**config.mk**
```make
export PLATFORM = sky130hd
export DESIGN_NAME = spi_slave_master_enable_ctrl
export DESIGN_NICKNAME = d
export VERILOG_FILES = /design/src/hdl/spi_fifo.v /design/src/hdl/spi_slave_master_enable_ctrl.v
export VERILOG_INCLUDE_DIRS = /design/src /design/src/shared
export SDC_FILE = /design/constraint.sdc
export NUM_CORES = 1
export LEC_CHECK = 0
export BUFFER_PORTS_ARGS = -buffer_cell sky130_fd_sc_hd__buf_2
export CAP_MARGIN = 20
export CORE_MARGIN = 2
export CORE_UTILIZATION = 47
export DETAILED_ROUTE_END_ITERATION = 10
export PLACE_DENSITY = 0.66
export RECOVER_POWER = 50
export SETUP_SLACK_MARGIN = 0.5
export SKIP_CTS_REPAIR_TIMING = 1
export SYNTH_ARGS = -nofsm -noshare
export SYNTH_HDL_FRONTEND = slang
export SYNTH_SLANG_ARGS = --single-unit
```
**constraint.sdc**
```tcl
create_clock -name clk -period 4.7 [get_ports clk]
set_input_delay 0.235 -clock clk [delete_from_list [all_inputs] [get_ports clk]]
set_output_delay 0.235 -clock clk [all_outputs]
set_load 0.005 [all_outputs]
```
**src/shared/spi_map.vh**
```
// Purpose: Constants for the SPI slave/master unit with enable pin modes
// Assumes: Included by the controller design file by bare name
// Notes: Definitions only
`ifndef SPI_MAP_VH
`define SPI_MAP_VH

// ----------------------------------------
// Framing
// ----------------------------------------
`define SPI_BYTE_BITS 8
`define SPI_LAST_BIT 3'h7
`define SPI_LAST_HALF 4'hf
`define SPI_DUMMY_BYTE 8'h00

// ----------------------------------------
// Enable pin level that means active
// ----------------------------------------
`define SPI_ENABLE_ACTIVE 1'b0

// ----------------------------------------
// Timing: master half period in clk cycles
// ----------------------------------------
`define SPI_HALF_PERIOD 8'h04

// ----------------------------------------
// Buffers
// ----------------------------------------
`define SPI_BUF_DEPTH 2
`define SPI_BUF_PTR_W 1

// ----------------------------------------
// Master states
// ----------------------------------------
`define SPI_M_IDLE 2'h0
`define SPI_M_RUN 2'h1
`define SPI_M_GAP 2'h2

`endif

```
**src/hdl/spi_fifo.v**
```verilog
// Purpose: Small valid/ready FIFO used for transmit and receive words
// Assumes: Single clock, flush clears contents
// Notes: Full and empty are exact; outputs read from flop storage
`timescale 1ns/1ps
`default_nettype none

module spi_fifo #(
  parameter WIDTH = 8,
  parameter DEPTH = 2,
  parameter PTR_W = 1
) (
  input wire clk,
  input wire nrst,
  input wire flush,
  input wire [WIDTH-1:0] inData,
  input wire inValid,
  output wire inReady,
  output wire [WIDTH-1:0] outData,
  output wire outValid,
  input wire outReady
);

  localparam integer DEPTH_I = DEPTH;
  localparam integer LAST_I = DEPTH - 1;
  localparam [PTR_W:0] FULL = DEPTH_I[PTR_W:0];
  localparam [PTR_W-1:0] LAST = LAST_I[PTR_W-1:0];

  reg [WIDTH-1:0] mem [0:DEPTH-1];
  reg [PTR_W-1:0] wrPtr;
  reg [PTR_W-1:0] rdPtr;
  reg [PTR_W:0] count;
  wire push;
  wire pop;

  assign inReady = (count != FULL);
  assign outValid = (count != {(PTR_W+1){1'b0}});
  assign outData = mem[rdPtr];
  assign push = inValid & inReady;
  assign pop = outValid & outReady;

  // ----------------------------------------
  // Storage
  // ----------------------------------------
  always @(posedge clk) begin
    if (push) begin
      mem[wrPtr] <= inData;
    end
  end

  // ----------------------------------------
  // Pointers and count
  // ----------------------------------------
  always @(posedge clk or negedge nrst) begin
    if (!nrst) begin
      wrPtr <= {PTR_W{1'b0}};
      rdPtr <= {PTR_W{1'b0}};
      count <= {(PTR_W+1){1'b0}};
    end else if (flush) begin
      wrPtr <= {PTR_W{1'b0}};
      rdPtr <= {PTR_W{1'b0}};
      count <= {(PTR_W+1){1'b0}};
    end else begin
      if (push) begin
        wrPtr <= (wrPtr == LAST) ? {PTR_W{1'b0}} : wrPtr + 1'b1;
      end
      if (pop) begin
        rdPtr <= (rdPtr == LAST) ? {PTR_W{1'b0}} : rdPtr + 1'b1;
      end
      if (push & ~pop) begin
        count <= count + 1'b1;
      end else if (pop & ~push) begin
        count <= count - 1'b1;
      end
    end
  end

endmodule // spi_fifo

`default_nettype wire

```
**src/hdl/spi_slave_master_enable_ctrl.v**
```verilog
// Purpose: SPI unit working as slave or 3/4-pin master with enable modes
// Assumes: Pins arrive asynchronous; link clock far slower than clk
// Notes: MSB first; pins sampled through two flops, so master reads late
`timescale 1ns/1ps
`default_nettype none
`include "spi_map.vh"

module spi_slave_master_enable_ctrl #(
  parameter [7:0] HALF_PERIOD = `SPI_HALF_PERIOD
) (
  input wire clk,
  input wire nrst,
  input wire softResetBit,
  input wire masterMode,
  input wire fourPinMode,
  input wire clockPhaseSel,
  input wire clockPolaritySel,
  input wire enablePinModeSel,
  input wire [7:0] txData,
  input wire txValid,
  output wire txReady,
  output wire [7:0] rxData,
  output wire rxValid,
  input wire rxReady,
  output wire txFlag,
  output wire rxFlag,
  output reg abortPulse,
  output wire busy,
  input wire spiClkIn,
  output wire spiClkOut,
  output wire spiClkOe,
  input wire picoIn,
  output wire picoOut,
  output wire picoOe,
  input wire pociIn,
  output wire pociOut,
  output wire pociOe,
  input wire transferEnableIn,
  output reg transferEnableOut,
  output wire transferEnableOe
);

  localparam [7:0] HALF_LAST = HALF_PERIOD - 8'h01;

  // ----------------------------------------
  // Pin synchronisers
  // ----------------------------------------
  reg [3:0] syncA;
  reg [3:0] syncB;
  reg clkDly;

  always @(posedge clk or negedge nrst) begin
    if (!nrst) begin
      // Enable starts inactive so no false selection follows reset
      syncA <= {~`SPI_ENABLE_ACTIVE, 3'h0};
      syncB <= {~`SPI_ENABLE_ACTIVE, 3'h0};
      clkDly <= 1'b0;
    end else begin
      syncA <= {transferEnableIn, pociIn, picoIn, spiClkIn};
      syncB <= syncA;
      clkDly <= syncB[0];
    end
  end

  wire clkLvl = syncB[0];
  wire picoS = syncB[1];
  wire pociS = syncB[2];
  wire enActive = (syncB[3] == `SPI_ENABLE_ACTIVE);
  wire idleLvl = clockPolaritySel;
  wire clkRise = clkLvl & ~clkDly;
  wire clkFall = ~clkLvl & clkDly;
  wire leadEdge = clockPolaritySel ? clkFall : clkRise;
  wire trailEdge = clockPolaritySel ? clkRise : clkFall;

  // ----------------------------------------
  // Mode decode
  // ----------------------------------------
  wire conflictMode = masterMode & fourPinMode & ~enablePinModeSel;
  wire enableOutMode = masterMode & fourPinMode & enablePinModeSel;
  wire slaveSel = ~fourPinMode | enActive;
  wire masterPermit = ~conflictMode | enActive;

  // ----------------------------------------
  // Buffers
  // ----------------------------------------
  reg [1:0] mState;
  reg [7:0] txShift;
  reg [7:0] rxShift;
  reg [7:0] rxByte;
  reg rxPush;
  reg [2:0] bitCnt;
  reg [3:0] halfCnt;
  reg [7:0] divCnt;
  reg spiClkDrv;
  reg slvArmed;
  reg slvLoaded;
  wire [7:0] txQData;
  wire txQValid;
  wire txInReady;
  wire rxInReady;

  // Writes refused while the conflict input blocks the master
  wire txAllow = ~softResetBit & masterPermit;
  assign txReady = txInReady & txAllow;
  assign txFlag = txInReady & ~softResetBit;
  assign rxFlag = rxValid;

  wire mStart = (mState == `SPI_M_IDLE) & masterMode & ~softResetBit &
                txQValid & rxInReady & masterPermit;
  wire slvGo = ~masterMode & ~softResetBit & slaveSel & slvArmed & ~slvLoaded;
  wire slvLoad = slvGo & (clockPhaseSel ? leadEdge : (clkLvl == idleLvl));
  wire txPop = (slvLoad & txQValid) | mStart;
  wire capBit = masterMode ? pociS : picoS;
  wire [7:0] capByte = {rxShift[6:0], capBit};

  spi_fifo #(
    .WIDTH(`SPI_BYTE_BITS),
    .DEPTH(`SPI_BUF_DEPTH),
    .PTR_W(`SPI_BUF_PTR_W)
  ) txFifo (
    .clk(clk),
    .nrst(nrst),
    .flush(softResetBit),
    .inData(txData),
    .inValid(txValid & txAllow),
    .inReady(txInReady),
    .outData(txQData),
    .outValid(txQValid),
    .outReady(txPop)
  );

  // Slave cannot stall the far master; a full receive side drops the byte
  spi_fifo #(
    .WIDTH(`SPI_BYTE_BITS),
    .DEPTH(`SPI_BUF_DEPTH),
    .PTR_W(`SPI_BUF_PTR_W)
  ) rxFifo (
    .clk(clk),
    .nrst(nrst),
    .flush(softResetBit),
    .inData(rxByte),
    .inValid(rxPush),
    .inReady(rxInReady),
    .outData(rxData),
    .outValid(rxValid),
    .outReady(rxReady)
  );

  // ----------------------------------------
  // Shift engine
  // ----------------------------------------
  always @(posedge clk or negedge nrst) begin
    if (!nrst) begin
      mState <= `SPI_M_IDLE;
      txShift <= 8'h00;
      rxShift <= 8'h00;
      rxByte <= 8'h00;
      rxPush <= 1'b0;
      bitCnt <= 3'h0;
      halfCnt <= 4'h0;
      divCnt <= 8'h00;
      spiClkDrv <= 1'b0;
      slvArmed <= 1'b0;
      slvLoaded <= 1'b0;
      abortPulse <= 1'b0;
    end else begin
      rxPush <= 1'b0;
      abortPulse <= 1'b0;
      if (softResetBit) begin
        mState <= `SPI_M_IDLE;
        bitCnt <= 3'h0;
        slvArmed <= 1'b0;
        slvLoaded <= 1'b0;
        spiClkDrv <= idleLvl;
      end else if (masterMode) begin
        slvArmed <= 1'b0;
        slvLoaded <= 1'b0;
        case (mState)
          `SPI_M_IDLE: begin
            spiClkDrv <= idleLvl;
            if (mStart) begin
              txShift <= txQData;
              bitCnt <= 3'h0;
              halfCnt <= 4'h0;
              divCnt <= 8'h00;
              mState <= `SPI_M_RUN;
            end
          end
          `SPI_M_RUN: begin
            if (conflictMode & ~enActive) begin
              // Popped byte is dropped; software writes it again
              mState <= `SPI_M_IDLE;
              spiClkDrv <= idleLvl;
              abortPulse <= 1'b1;
            end else if (divCnt == HALF_LAST) begin
              divCnt <= 8'h00;
              halfCnt <= halfCnt + 4'h1;
              spiClkDrv <= ~spiClkDrv;
              if (halfCnt[0] == clockPhaseSel) begin
                rxShift <= capByte;
                bitCnt <= bitCnt + 3'h1;
                if (bitCnt == `SPI_LAST_BIT) begin
                  rxByte <= capByte;
                  rxPush <= 1'b1;
                end
              end else if (halfCnt != 4'h0) begin
                txShift <= {txShift[6:0], 1'b0};
              end
              if (halfCnt == `SPI_LAST_HALF) begin
                mState <= `SPI_M_GAP;
              end
            end else begin
              divCnt <= divCnt + 8'h01;
            end
          end
          `SPI_M_GAP: begin
            // One idle half period between bytes
            if (divCnt == HALF_LAST) begin
              divCnt <= 8'h00;
              mState <= `SPI_M_IDLE;
            end else begin
              divCnt <= divCnt + 8'h01;
            end
          end
          default: begin
            mState <= `SPI_M_IDLE;
          end
        endcase
      end else if (!slaveSel) begin
        bitCnt <= 3'h0;
        slvArmed <= 1'b0;
        slvLoaded <= 1'b0;
      end else if (!slvArmed) begin
        // Count edges only after the clock is seen at idle
        if (clkLvl == idleLvl) begin
          slvArmed <= 1'b1;
        end
      end else if (slvLoad) begin
        txShift <= txQValid ? txQData : `SPI_DUMMY_BYTE;
        slvLoaded <= 1'b1;
      end else if (leadEdge | trailEdge) begin
        if (leadEdge != clockPhaseSel) begin
          rxShift <= capByte;
          bitCnt <= bitCnt + 3'h1;
          if (bitCnt == `SPI_LAST_BIT) begin
            rxByte <= capByte;
            rxPush <= rxInReady;
            slvLoaded <= 1'b0;
          end
        end else if (slvLoaded) begin
          txShift <= {txShift[6:0], 1'b0};
        end
      end
    end
  end

  // ----------------------------------------
  // Enable output
  // ----------------------------------------
  always @(posedge clk or negedge nrst) begin
    if (!nrst) begin
      transferEnableOut <= ~`SPI_ENABLE_ACTIVE;
    end else begin
      transferEnableOut <= (mState == `SPI_M_RUN) ? `SPI_ENABLE_ACTIVE :
                           ~`SPI_ENABLE_ACTIVE;
    end
  end

  // ----------------------------------------
  // Pin drive
  // ----------------------------------------
  assign transferEnableOe = enableOutMode & ~softResetBit;
  assign spiClkOut = spiClkDrv;
  assign spiClkOe = masterMode & ~softResetBit & masterPermit;
  assign picoOut = txShift[7];
  assign picoOe = masterMode & ~softResetBit & masterPermit;
  assign pociOut = txShift[7];
  assign pociOe = ~masterMode & ~softResetBit & slaveSel;
  assign busy = (mState != `SPI_M_IDLE) | slvLoaded;

endmodule // spi_slave_master_enable_ctrl

`default_nettype wire

```
After elaboration in Yosys (flattened, before gate mapping). Memories as Yosys holds them, arrays and structs flattened. Cells that the tools add are included.

ROM bits: 0. Flip-flop bits (word level): 63. Bits in writable memories: 32. Output and inout bits: 22. Latch bits: 0. Word-level logic and storage cells: 281. Memories kept: 2.

Memories: rxFifo.mem (words 2, width 8, rd ports 1, clocked after memory_dff 0, wr ports 1, RTL line spi_fifo.v:28) `reg [WIDTH-1:0] mem [0:DEPTH-1];`; txFifo.mem (words 2, width 8, rd ports 1, clocked after memory_dff 0, wr ports 1, RTL line spi_fifo.v:28).

Bitwise operators: 51. Reduce and logical (&&, ||, !) cells: 29. Add/sub/neg operators: 11. Shift-type cells: 0. Divide/modulo/power cells: 0. Multipliers: 0. Multiplexer cells: 125. Magnitude comparators: 0. Equal/unequal tests: 41.

Operators with widths (count): two-way mux 8 bit (27); two-way mux 7 bit (10); two-way mux 1 bit (55); two-way mux 3 bit (11); AND 1 bit (32); inequality test 4 bit, second input constant (7); two-way mux 2 bit (13); nonzero test 2 bit (13); inequality test 3 bit, second input constant (8); one-hot mux 8 bit (3 select lines) (1); nonzero test 3 bit (6); one-hot mux 8 bit (2 select lines) (1); inequality test 5 x 3 -> 1 bit, second input constant (3); inequality test 2 bit, second input constant (7); inverter 1 bit (14); two-way mux 4 bit (3); inequality test 4 x 3 -> 1 bit, second input constant (3); AND reduction 12 bit (1); AND reduction 10 bit (1); AND reduction 5 bit (2); AND reduction 9 bit (1); adder 8 x 1 -> 8 bit, second input constant (1); == test 8 x 2 -> 1 bit, second input constant (1); one-hot mux 4 bit (2 select lines) (1); 23 further kinds (35).

Longest topological paths before layout. Gate-level depths: netlist of run 1.

Word-level depth: 13. Mapped depth: 8.

Cells and area by module. Synthesis of run 1 repeated with hierarchy kept, for this count alone.

Cell total of the unflattened synthesis: 360. Area, all modules: 4476.8 um^2.

By module, submodules not included: spi_slave_master_enable_ctrl (cells an instance 266, area each 2872.8 um^2, instances 1, seq. area each 1380.1 um^2); spi_fifo (cells an instance 47, area each 802.0 um^2, instances 2, seq. area each 580.6 um^2).

Worst setup path after synthesis of run 1. Ideal clock, no wire load.

Path type: register -> register. From: register divCnt[0]. To: register txShift[0]. Path slack: 2076 ps. Data arrival time: 2499 ps. Cell stages (with the launch flop): 9. Buffers on the path: 2. Data required time: 4575 ps. Cells stage by stage: dfrtp_1 ha_1 or4b_4 or2_1 buf_6 o32a_1 or3_1 buf_6 mux2_4.

Longest elaborated chain between the ends: 3.

RTL lines: start, declared (RTL line spi_slave_master_enable_ctrl.v:93) `reg [7:0] divCnt;`; start signal, assigned (RTL line spi_slave_master_enable_ctrl.v:213) `divCnt <= divCnt + 8'h01;`; start signal, assigned (RTL line spi_slave_master_enable_ctrl.v:222) `divCnt <= divCnt + 8'h01;`; == test 8 x 2 -> 1 bit (RTL line spi_slave_master_enable_ctrl.v:195) `end else if (divCnt == HALF_LAST) begin`; inequality test 3 bit (no line); AND reduction 12 bit (no line); end signal, assigned (RTL line spi_slave_master_enable_ctrl.v:182) `txShift <= txQData;`; end signal, assigned (RTL line spi_slave_master_enable_ctrl.v:207) `txShift <= {txShift[6:0], 1'b0};`; end signal, assigned (RTL line spi_slave_master_enable_ctrl.v:239) `` txShift <= txQValid ? txQData : `SPI_DUMMY_BYTE; ``; end, declared (RTL line spi_slave_master_enable_ctrl.v:87) `reg [7:0] txShift;`.

No other way between the ends. A chain may end at the register's enable or synchronous reset.

==> impl_metrics.toml, run 1 <==
[setup_path]
cp_num_cells = 2
worst_r2r_path_depth = 6
arrival_ps = 2660
worst_path_largest_cell_delay_ps = 2300
worstReg2RegStart = "divCnt[0]$_DFFE_PN0P_"
cp_num_buf_inv = 2
crit_end = "rxByte[6]$_DFFE_PN0P_"
crit_path_top_delay_cell = "clkbuf_1"
rrSetupSlack_ps = 1790
critPathKind = "primary input to async pin"
r2r-end = "txShift[7]$_DFFE_PN0P_"
cp_cell_sequence = "buf_2 -> clkbuf_1"
required_ps = 4440
end_kind = "async pin"
path_max_fanout = 63
cp_top_family = "buffers and inverters"
crit_start = "nrst"
critPathLaunchType = "primary input"

[sta]
tightest_slew_ps = 3290
hold_viol = 0
max_freq_ghz = 0.343
rsz0062_at_grt = "no"
finalCriticalPeriod_ps = 2920
tns_ps = 0
relSlewSlack_pct = -119
worst_slack_ps = 1780
finalClockSkew_ps = 14.3
finalSetupViolations = 0
drv_slew = 64
finalCritPeriodShare_pct = 62.1

[clock_network]
htreeDepth = 3
cts_root_buffer = "clkbuf_8"
clock_sinks = 95
clk_pin_slew_ps = 100
clk_path_buf_depth = 2
cts_tree = "built"
cts_buffers = 9
clock_latency_ps = 360

[final_layout]
antenna_cells = 0
register_area_sq_mm = 0.00254
finalNetCount = 438
drive_above_1_share_pct = 23.8
final_common_cell = "dfrtp_1"
num-fill-cells = 791
syn2layout_area_growth_pct = 11.8
layout_common_cells = "dfrtp_1, buf_2, edfxtp_1"
multi_input_area_sq_mm = 0.00174

[routing]
post_drt_wl_per_cell_microns = 15.5
drc = 0
finalWirelength_microns = 8090
first_pass_iters = 4
avgViaCountPerCell = 5.53
via_count = 2892
ant_nets = 0
dr.first_iter.drc_count = 160

[place]
gp_congestion = 0.891
hpwl_microns = 5650
port_buffers = 43
dpl_worst_slack_ps = 1800

[logic_synthesis]
synth_async_sr_flop_share_pct = 66.3
avgSynthCellArea_sq_um = 12.2
ys_seq_area_share_pct = 57.5
syn_inst = 361
synth_edf_count = 32
syn_area_sq_mm = 0.00442
ys.flop_type = "dfrtp_1"
mappedNetlistNets = 392
yosys_register_bits = 95
ys_types = 53
ys_warn_count = 0

[run]
maxCapViolations = 1

[global_route]
gr-total-overflow = 0
grt_usage_pct = 17.4
grt_max_degree = 64
grt_pass1_vias = 2876
grt_pass1_wl_microns = 13700
grt_antenna_before_repair = 0

[min_path]
hold_path_class = "primary input to flip-flop"

[power]
vdd_drop_max_mv = 0.172
p_clk_share_pct = 27.1
sw_frac_of_total_pct = 30.5
power_density_mw_per_mm2 = 390
seqPwrFrac_pct = 52.8
switching_power_uw = 587
p_int_mw = 1.34
p_comb_share_pct = 20.1
p_leak_nw = 2.08

[floorplan]
std_cell_rows = 35
die_area_sq_mm = 0.0102
start_util_pct = 48.1
fp.dieW_microns = 101
die_h_microns = 101
io_pins = 44
core_sq_mm = 0.00920

[run_status]
status = "complete, but fails checks"
violations = "capacitance limit, slew limit"
## synthesized netlist by cell type (3+ instances only)
master | instances | area, sq um
xnor2_1 | 3 | 26.3
or3_1 | 4 | 25.0
buf_4 | 3 | 22.5
a31oi_1 | 6 | 37.5
nand3_1 | 9 | 45.0
xor2_1 | 3 | 26.3
o31ai_1 | 4 | 30.0
a32o_1 | 4 | 40.0
ha_1 | 9 | 113
nand2b_1 | 9 | 56.3
dfstp_2 | 3 | 78.8
nand3b_1 | 3 | 22.5
edfxtp_1 | 32 | 961
mux2_2 | 26 | 293
clkbuf_1 | 7 | 26.3
a211oi_1 | 5 | 37.5
mux2i_1 | 15 | 150
nor3_1 | 3 | 15.0
mux2_4 | 8 | 120
o2bb2ai_1 | 7 | 61.3
inv_1 | 16 | 60.1
nor2_1 | 30 | 113
and3_1 | 7 | 43.8
o21ai_0 | 18 | 90.1
a21oi_1 | 9 | 45.0
nor2b_1 | 4 | 25.0
dfrtp_1 | 60 | 1500
nand2_1 | 20 | 75.1
## layout make-up
class                           count  share of cell area [%]
Timing Repair Buffer               49                    5.32
Inverter                           16                    1.22
Sequential cell                    95                    51.4
Tap cell                          111                    2.81
Clock inverter                      7                    1.49
Clock buffer                        9                    2.51
Multi-Input combinational cell    236                    35.2
## per-stage QoR
stage	std cells	power, mW	hold WS, ps	util, %	cell area (sq um)
finish	523	1.93	56.9	53.7	4940
global route	523	2.05	36.3	53.7	4940
CTS	519	1.95	-50.3	53.4	4910
detailed placement	503	1.42	336	51.2	4710
global placement	503	1.41	334	51.2	4710
floorplan	361	1.30	-60.6	-	4420
## sequential cells by signal, indices dropped and copies added, names as in the netlist, 2 cells and up
register      flops
halfCnt           4
syncA             4
bitCnt            3
rxByte            8
txFifo.count      2
rxShift           7
mState            2
rxFifo.mem       16
txShift           8
txFifo.mem       16
syncB             4
rxFifo.count      2
divCnt            8
## how the worst min path moves through the flow
stage	start	endpoint	slack [ps]	cells past startpoint
floorplan	nrst	abortPulse$_DFF_PN0_	-60	0
global placement	syncA[0]$_DFF_PN0_	syncB[0]$_DFF_PN0_	330	0
detailed placement	syncA[0]$_DFF_PN0_	syncB[0]$_DFF_PN0_	340	0
CTS	transferEnableIn	syncA[3]$_DFF_PN1_	-50	1
global route	txData[7]	txFifo.mem[1][7]$_DFFE_PP_	40	1
finish	txData[5]	txFifo.mem[0][5]$_DFFE_PP_	60	1
## power groups by stage
| stage | Clock [mW] | Combinational [mW] | Sequential [mW] |
|---|---|---|---|
| floorplan | 0 | 0.291 | 1.01 |
| global placement | 0 | 0.378 | 1.03 |
| detailed placement | 0 | 0.388 | 1.03 |
| CTS | 0.541 | 0.388 | 1.02 |
| global route | 0.583 | 0.436 | 1.03 |
| finish | 0.523 | 0.387 | 1.02 |
## cells by family (layout without fill, tap and decap cells)
| group | count (synthesis) | in the layout | share of synthesized area [%] |
|---|---|---|---|
| xor gates and xnor gates | 6 | 6 | 1.19 |
| DFF | 95 | 95 | 57.5 |
| and+or+nand+nor | 98 | 98 | 11.1 |
| adders and majority gates | 9 | 9 | 2.55 |
| AOI/OAI and AO/OA | 74 | 74 | 11.8 |
| buffers and inverters | 30 | 81 | 3.14 |
| muxes | 49 | 49 | 12.7 |
## metal layers
layer / GRT usage, % / routed length (microns) / up-vias
li1: - / - / 1422
met1: 23.4 / 3710 / 1405
met2: 28.8 / 4000 / 57
met3: 3.54 / 289 / 8
met4: 5.09 / 97 / 0
met5: 0 / 0 / -
Note: power is estimated with default switching activity, not from simulation.
==> run 2: changes to the inputs <==
==> constraint.sdc (replaced) <==
create_clock -name clk -period 3.01 [get_ports clk]
set_input_delay 0.1505 -clock clk [delete_from_list [all_inputs] [get_ports clk]]
set_output_delay 0.1505 -clock clk [all_outputs]
set_load 0.005 [all_outputs]
==> impl_metrics.toml, run 2 (synthesis results as in run 1) <==
[place]
gp_congestion = 0.861
port_buffers = 43
hpwl_microns = 5950
post_dp_cell_area_sq_mm = 0.00477

[routing]
dr_wl_met2_microns = 4190
finalWirelength_microns = 8420
first_pass_iters = 4
dr.first_iter.drc_count = 172
via_count = 3008
drc = 0
avgViaCountPerCell = 5.52
drt-met1-wl_microns = 3850
routed.top_layer = "met4"
post_drt_wl_per_cell_microns = 15.4
wl_met3_microns = 241
ant_nets = 0

[clock_network]
htreeDepth = 3
cts_buffers = 9
clock_latency_ps = 370
clk_pin_slew_ps = 100
clock_sinks = 95
cts_root_buffer = "clkbuf_8"
cts_tree = "built"
clk_path_buf_depth = 2

[sta]
tns_ps = 0
drv_slew = 30
whs_ps = 87.5
finalSetupViolations = 0
relSlewSlack_pct = -7.11
rsz0062_at_grt = "yes"
finalCritPeriodShare_pct = 85.4
tightest_slew_ps = 1610
max_freq_ghz = 0.389
finalClockSkew_ps = 16.9
finalCriticalPeriod_ps = 2570
hold_viol = 0

[global_route]
grt_pass1_vias = 2916
grt_max_degree = 30
grt_usage_pct = 17.9
gr-total-overflow = 0
grt_antenna_before_repair = 0
grt_pass1_wl_microns = 14100

[final_layout]
num-fill-cells = 775
register_area_sq_mm = 0.00254
fin_area_sq_mm = 0.00514
antenna_cells = 0
multi_input_area_sq_mm = 0.00176
syn2layout_area_growth_pct = 16.4
reg_top3 = "rxFifo.mem x16, txFifo.mem x16"
layout_common_cells = "dfrtp_1, buf_2, edfxtp_1"
finalNetCount = 460
final_common_cell = "dfrtp_1"
drive_above_1_share_pct = 24.7

[power]
sw_frac_of_total_pct = 30.8
p_comb_share_pct = 21.5
p_int_mw = 2.13
seqPwrFrac_pct = 51.7
switching_power_uw = 948
vdd_drop_max_mv = 0.239
power_density_mw_per_mm2 = 599
p_clk_share_pct = 26.9
p_leak_nw = 2.17

[setup_path]
critPathLaunchType = "flip-flop"
critPathKind = "flip-flop to flip-flop"
required_ps = 3260
path_max_fanout = 8
end_kind = "flip-flop"
arrival_ps = 2820

[min_path]
hold_path_class = "primary input to flip-flop"

[run]
maxCapViolations = 1

[floorplan]
fp.dieW_microns = 101
core_sq_mm = 0.00920
std_cell_rows = 35
start_util_pct = 48.1
io_pins = 44
die_area_sq_mm = 0.0102
die_h_microns = 101

[run_status]
violations = "capacitance limit, slew limit"
status = "complete, but fails checks"
==> run 2: cell count changes in the layout (fill, tap and decap cells not counted), moves of 7 or more <==
cell | previous run | this run
dlygate4sd3_1 | 4 | 13
buf_4 | 1 | 14
buf_2 | 40 | 33
clkbuf_1 | 4 | 11
==> run 2: path summary, 6_finish.rpt <==
path | from | slack, ps | cells past startpoint | endpoint
max | divCnt[0]$_DFFE_PN0P_ | 440 | 6 | txShift[0]$_DFFE_PN0P_
min | rxReady | 90 | 3 | rxFifo.count[0]$_DFFE_PN0P_
max reg2reg | divCnt[0]$_DFFE_PN0P_ | 440 | 6 | txShift[0]$_DFFE_PN0P_
min reg2reg | syncA[2]$_DFF_PN0_ | 350 | 0 | syncB[2]$_DFF_PN0_
max in group asynchronous | nrst | 790 | 3 | txFifo.wrPtr$_DFFE_PN0P_
min in group asynchronous | nrst | 710 | 2 | divCnt[3]$_DFFE_PN0P_
==> run 2: layer usage <==
layer  vias up  GRT usage (%)
met2        50           29.6
li1       1467              -
met3        11           2.98
met1      1480           23.6
met4         0           7.17
met5         -              0
==> run 2: power by group through the flow <==
stage / Clock, mW / Sequential, mW / Combinational, mW
after floorplan: 0 / 1.58 / 0.454
after global placement: 0 / 1.61 / 0.613
after detailed placement: 0 / 1.61 / 0.633
after CTS: 0.847 / 1.59 / 0.635
after global routing: 0.913 / 1.62 / 0.739
final: 0.828 / 1.59 / 0.662
==> run 2: metrics by stage <==
step,utilization [%],setup WS [ps],power [mW],std cells
after global routing,55.9,332,3.27,545
after detailed placement,51.9,162,2.24,511
after CTS,54.0,143,3.07,527
after global placement,51.9,255,2.22,511
final,55.9,440,3.08,545
after floorplan,-,414,2.04,361
==> run 2: area by class of cell <==
type,count,share of cell area (%)
clock buffers,9,2.41
inverters,16,1.17
well taps,111,2.70
flip-flops and latches,95,49.4
repair buffers,71,8.59
clock inverters,7,1.44
multi-input cells,236,34.3
==> run 2: critical path, cell delays in order (launching register included) <==
cell,delay [ps]
dfrtp_1,430
ha_4,170
or4b_4,500
or2_4,260
o32a_1,300
or3_4,470
mux2_4,330
==> run 3: changes to the inputs <==
--- a/config.mk
+++ b/config.mk
@@ -9,10 +9,12 @@
 export BUFFER_PORTS_ARGS = -buffer_cell sky130_fd_sc_hd__buf_2
 export CAP_MARGIN = 20
 export CORE_MARGIN = 2
-export CORE_UTILIZATION = 47
+export CORE_UTILIZATION = 60
+export CTS_BUF_LIST = sky130_fd_sc_hd__clkbuf_8
 export DETAILED_ROUTE_END_ITERATION = 10
-export PLACE_DENSITY = 0.66
+export PLACE_DENSITY = 0.81
 export RECOVER_POWER = 50
+export REMOVE_ABC_BUFFERS = 1
 export SETUP_SLACK_MARGIN = 0.5
 export SKIP_CTS_REPAIR_TIMING = 1
 export SYNTH_ARGS = -nofsm -noshare
==> impl_metrics.toml, run 3 (synthesis results as in run 1) <==
[setup_path]
worst_r2r_path_depth = 6
critPathLaunchType = "flip-flop"
critPathKind = "flip-flop to flip-flop"
arrival_ps = 2830
rrSetupSlack_ps = 430
crit_path_top_delay_cell = "or4b_4"
worst_path_largest_cell_delay_ps = 490
r2r-end = "txShift[0]$_DFFE_PN0P_"
path_max_fanout = 8
cp_cell_sequence = "ha_4 -> or4b_4 -> or2_4 -> o32a_1 -> or3_4 -> mux2_4"
end_kind = "flip-flop"
worstReg2RegStart = "divCnt[0]$_DFFE_PN0P_"
required_ps = 3260

[sta]
finalCritPeriodShare_pct = 85.7
tightest_slew_ps = 1280
relSlewSlack_pct = 15.0
finalSetupViolations = 0
rsz0062_at_grt = "yes"
max_freq_ghz = 0.388
finalClockSkew_ps = 14.6
finalCriticalPeriod_ps = 2580
hold_viol = 0
tns_ps = 0
drv_slew = 0

[place]
port_buffers = 43
hpwl_microns = 5690
gp_congestion = 0.836

[power]
power_mw = 3.08
vdd_drop_max_mv = 0.346
power_density_mw_per_mm2 = 603
p_leak_nw = 2.17

[min_path]
hold_depth = 3
hold_path_class = "primary input to flip-flop"
hold_path_end = "rxFifo.count[0]$_DFFE_PN0P_"
min_from = "rxReady"

[floorplan]
std_cell_rows = 31
core_sq_mm = 0.00718
die_h_microns = 89.8
io_pins = 44
fp.dieW_microns = 89.8
die_area_sq_mm = 0.00807
start_util_pct = 61.6

[run_status]
status = "finished, final reports clean"

[routing]
dr.first_iter.drc_count = 216
post_drt_wl_per_cell_microns = 15.6
finalWirelength_microns = 8250
first_pass_iters = 4
avgViaCountPerCell = 5.66
via_count = 2992
drc = 0
ant_nets = 0

[run]
maxCapViolations = 0

[final_layout]
syn2layout_area_growth_pct = 15.8
finalNetCount = 456
drive_above_1_share_pct = 24.9
antenna_cells = 0
layout_common_cells = "dfrtp_1, buf_2, edfxtp_1"
reg_top3 = "rxFifo.mem x16, txFifo.mem x16"
final_common_cell = "dfrtp_1"
post-route-util_pct = 71.3

[global_route]
grt_antenna_before_repair = 0
grt_usage_pct = 21.4
grt_max_degree = 41
grt_pass1_wl_microns = 13800
gr-total-overflow = 0
grt_pass1_vias = 2886

[clock_network]
clk_pin_slew_ps = 100
cts_tree = "built"
htreeDepth = 3
cts_buffers = 9
cts_root_buffer = "clkbuf_8"
clk_path_buf_depth = 2
clock_sinks = 95
clock_latency_ps = 370
==> run 3: changes by cell type in the layout (fill, tap and decap cells not counted), moves of 2 or more <==
cell	delta
buf_4	-4
clkinv_8	+2
clkbuf_1	-4
buf_2	+3
clkinvlp_4	-2
inv_8	-2
==> run 3: final cells by class <==
type | count | area [sq um]
fill | 537 | 2060
clock buffer | 9 | 124
timing repair buffer | 67 | 417
multi-input combinational | 236 | 1760
sequential | 95 | 2540
tap | 99 | 124
clock inverter | 7 | 86.3
inverter | 16 | 60.1
==> run 3: power by group <==
| part | switching (mW) | internal, mW | leakage, nW |
|---|---|---|---|
| sequential | 0.122 | 1.48 | 1.09 |
| combinational | 0.329 | 0.321 | 0.972 |
| clock | 0.502 | 0.334 | 0.105 |
==> run 3: critical path: cells and delay by family (launching register included) <==
family                     cells  cell delay (ps)
muxes                          1              320
AOI/OAI and AO/OA              1              290
adders and majority gates      1              160
DFF                            1              430
and+or+nand+nor                3             1250
==> run 3: metrics by stage <==
step / cell area, sq um / instances / hold WS [ps] / setup WS, ps
2_1_floorplan: 4340 / 347 / -145 / 356
3_3_place_gp: 4740 / 497 / 159 / 280
3_5_place_dp: 4740 / 497 / 160 / 201
4_1_cts: 4950 / 513 / -253 / 174
5_1_grt: 5120 / 529 / 102 / 343
6_report: 5120 / 529 / 93.4 / 432
==> run 3: worst max-delay path by stage <==
stage | start | end | slack, ps
2_1_floorplan | divCnt[0]$_DFFE_PN0P_ | txShift[0]$_DFFE_PN0P_ | 360
3_3_place_gp | divCnt[0]$_DFFE_PN0P_ | txShift[6]$_DFFE_PN0P_ | 280
3_5_place_dp | divCnt[0]$_DFFE_PN0P_ | txShift[3]$_DFFE_PN0P_ | 200
4_1_cts | divCnt[0]$_DFFE_PN0P_ | txShift[2]$_DFFE_PN0P_ | 170
5_1_grt | divCnt[0]$_DFFE_PN0P_ | txShift[2]$_DFFE_PN0P_ | 340
6_report | divCnt[0]$_DFFE_PN0P_ | txShift[0]$_DFFE_PN0P_ | 430
==> run 3: routing by layer <==
| metal | GRT usage [%] | share of wire (%) | vias up |
|---|---|---|---|
| li1 | - | - | 1453 |
| met1 | 28.1 | 45 | 1456 |
| met2 | 35.5 | 49 | 72 |
| met3 | 5.62 | 4.9 | 11 |
| met4 | 6.54 | 1.1 | 0 |
| met5 | 0 | 0 | - |
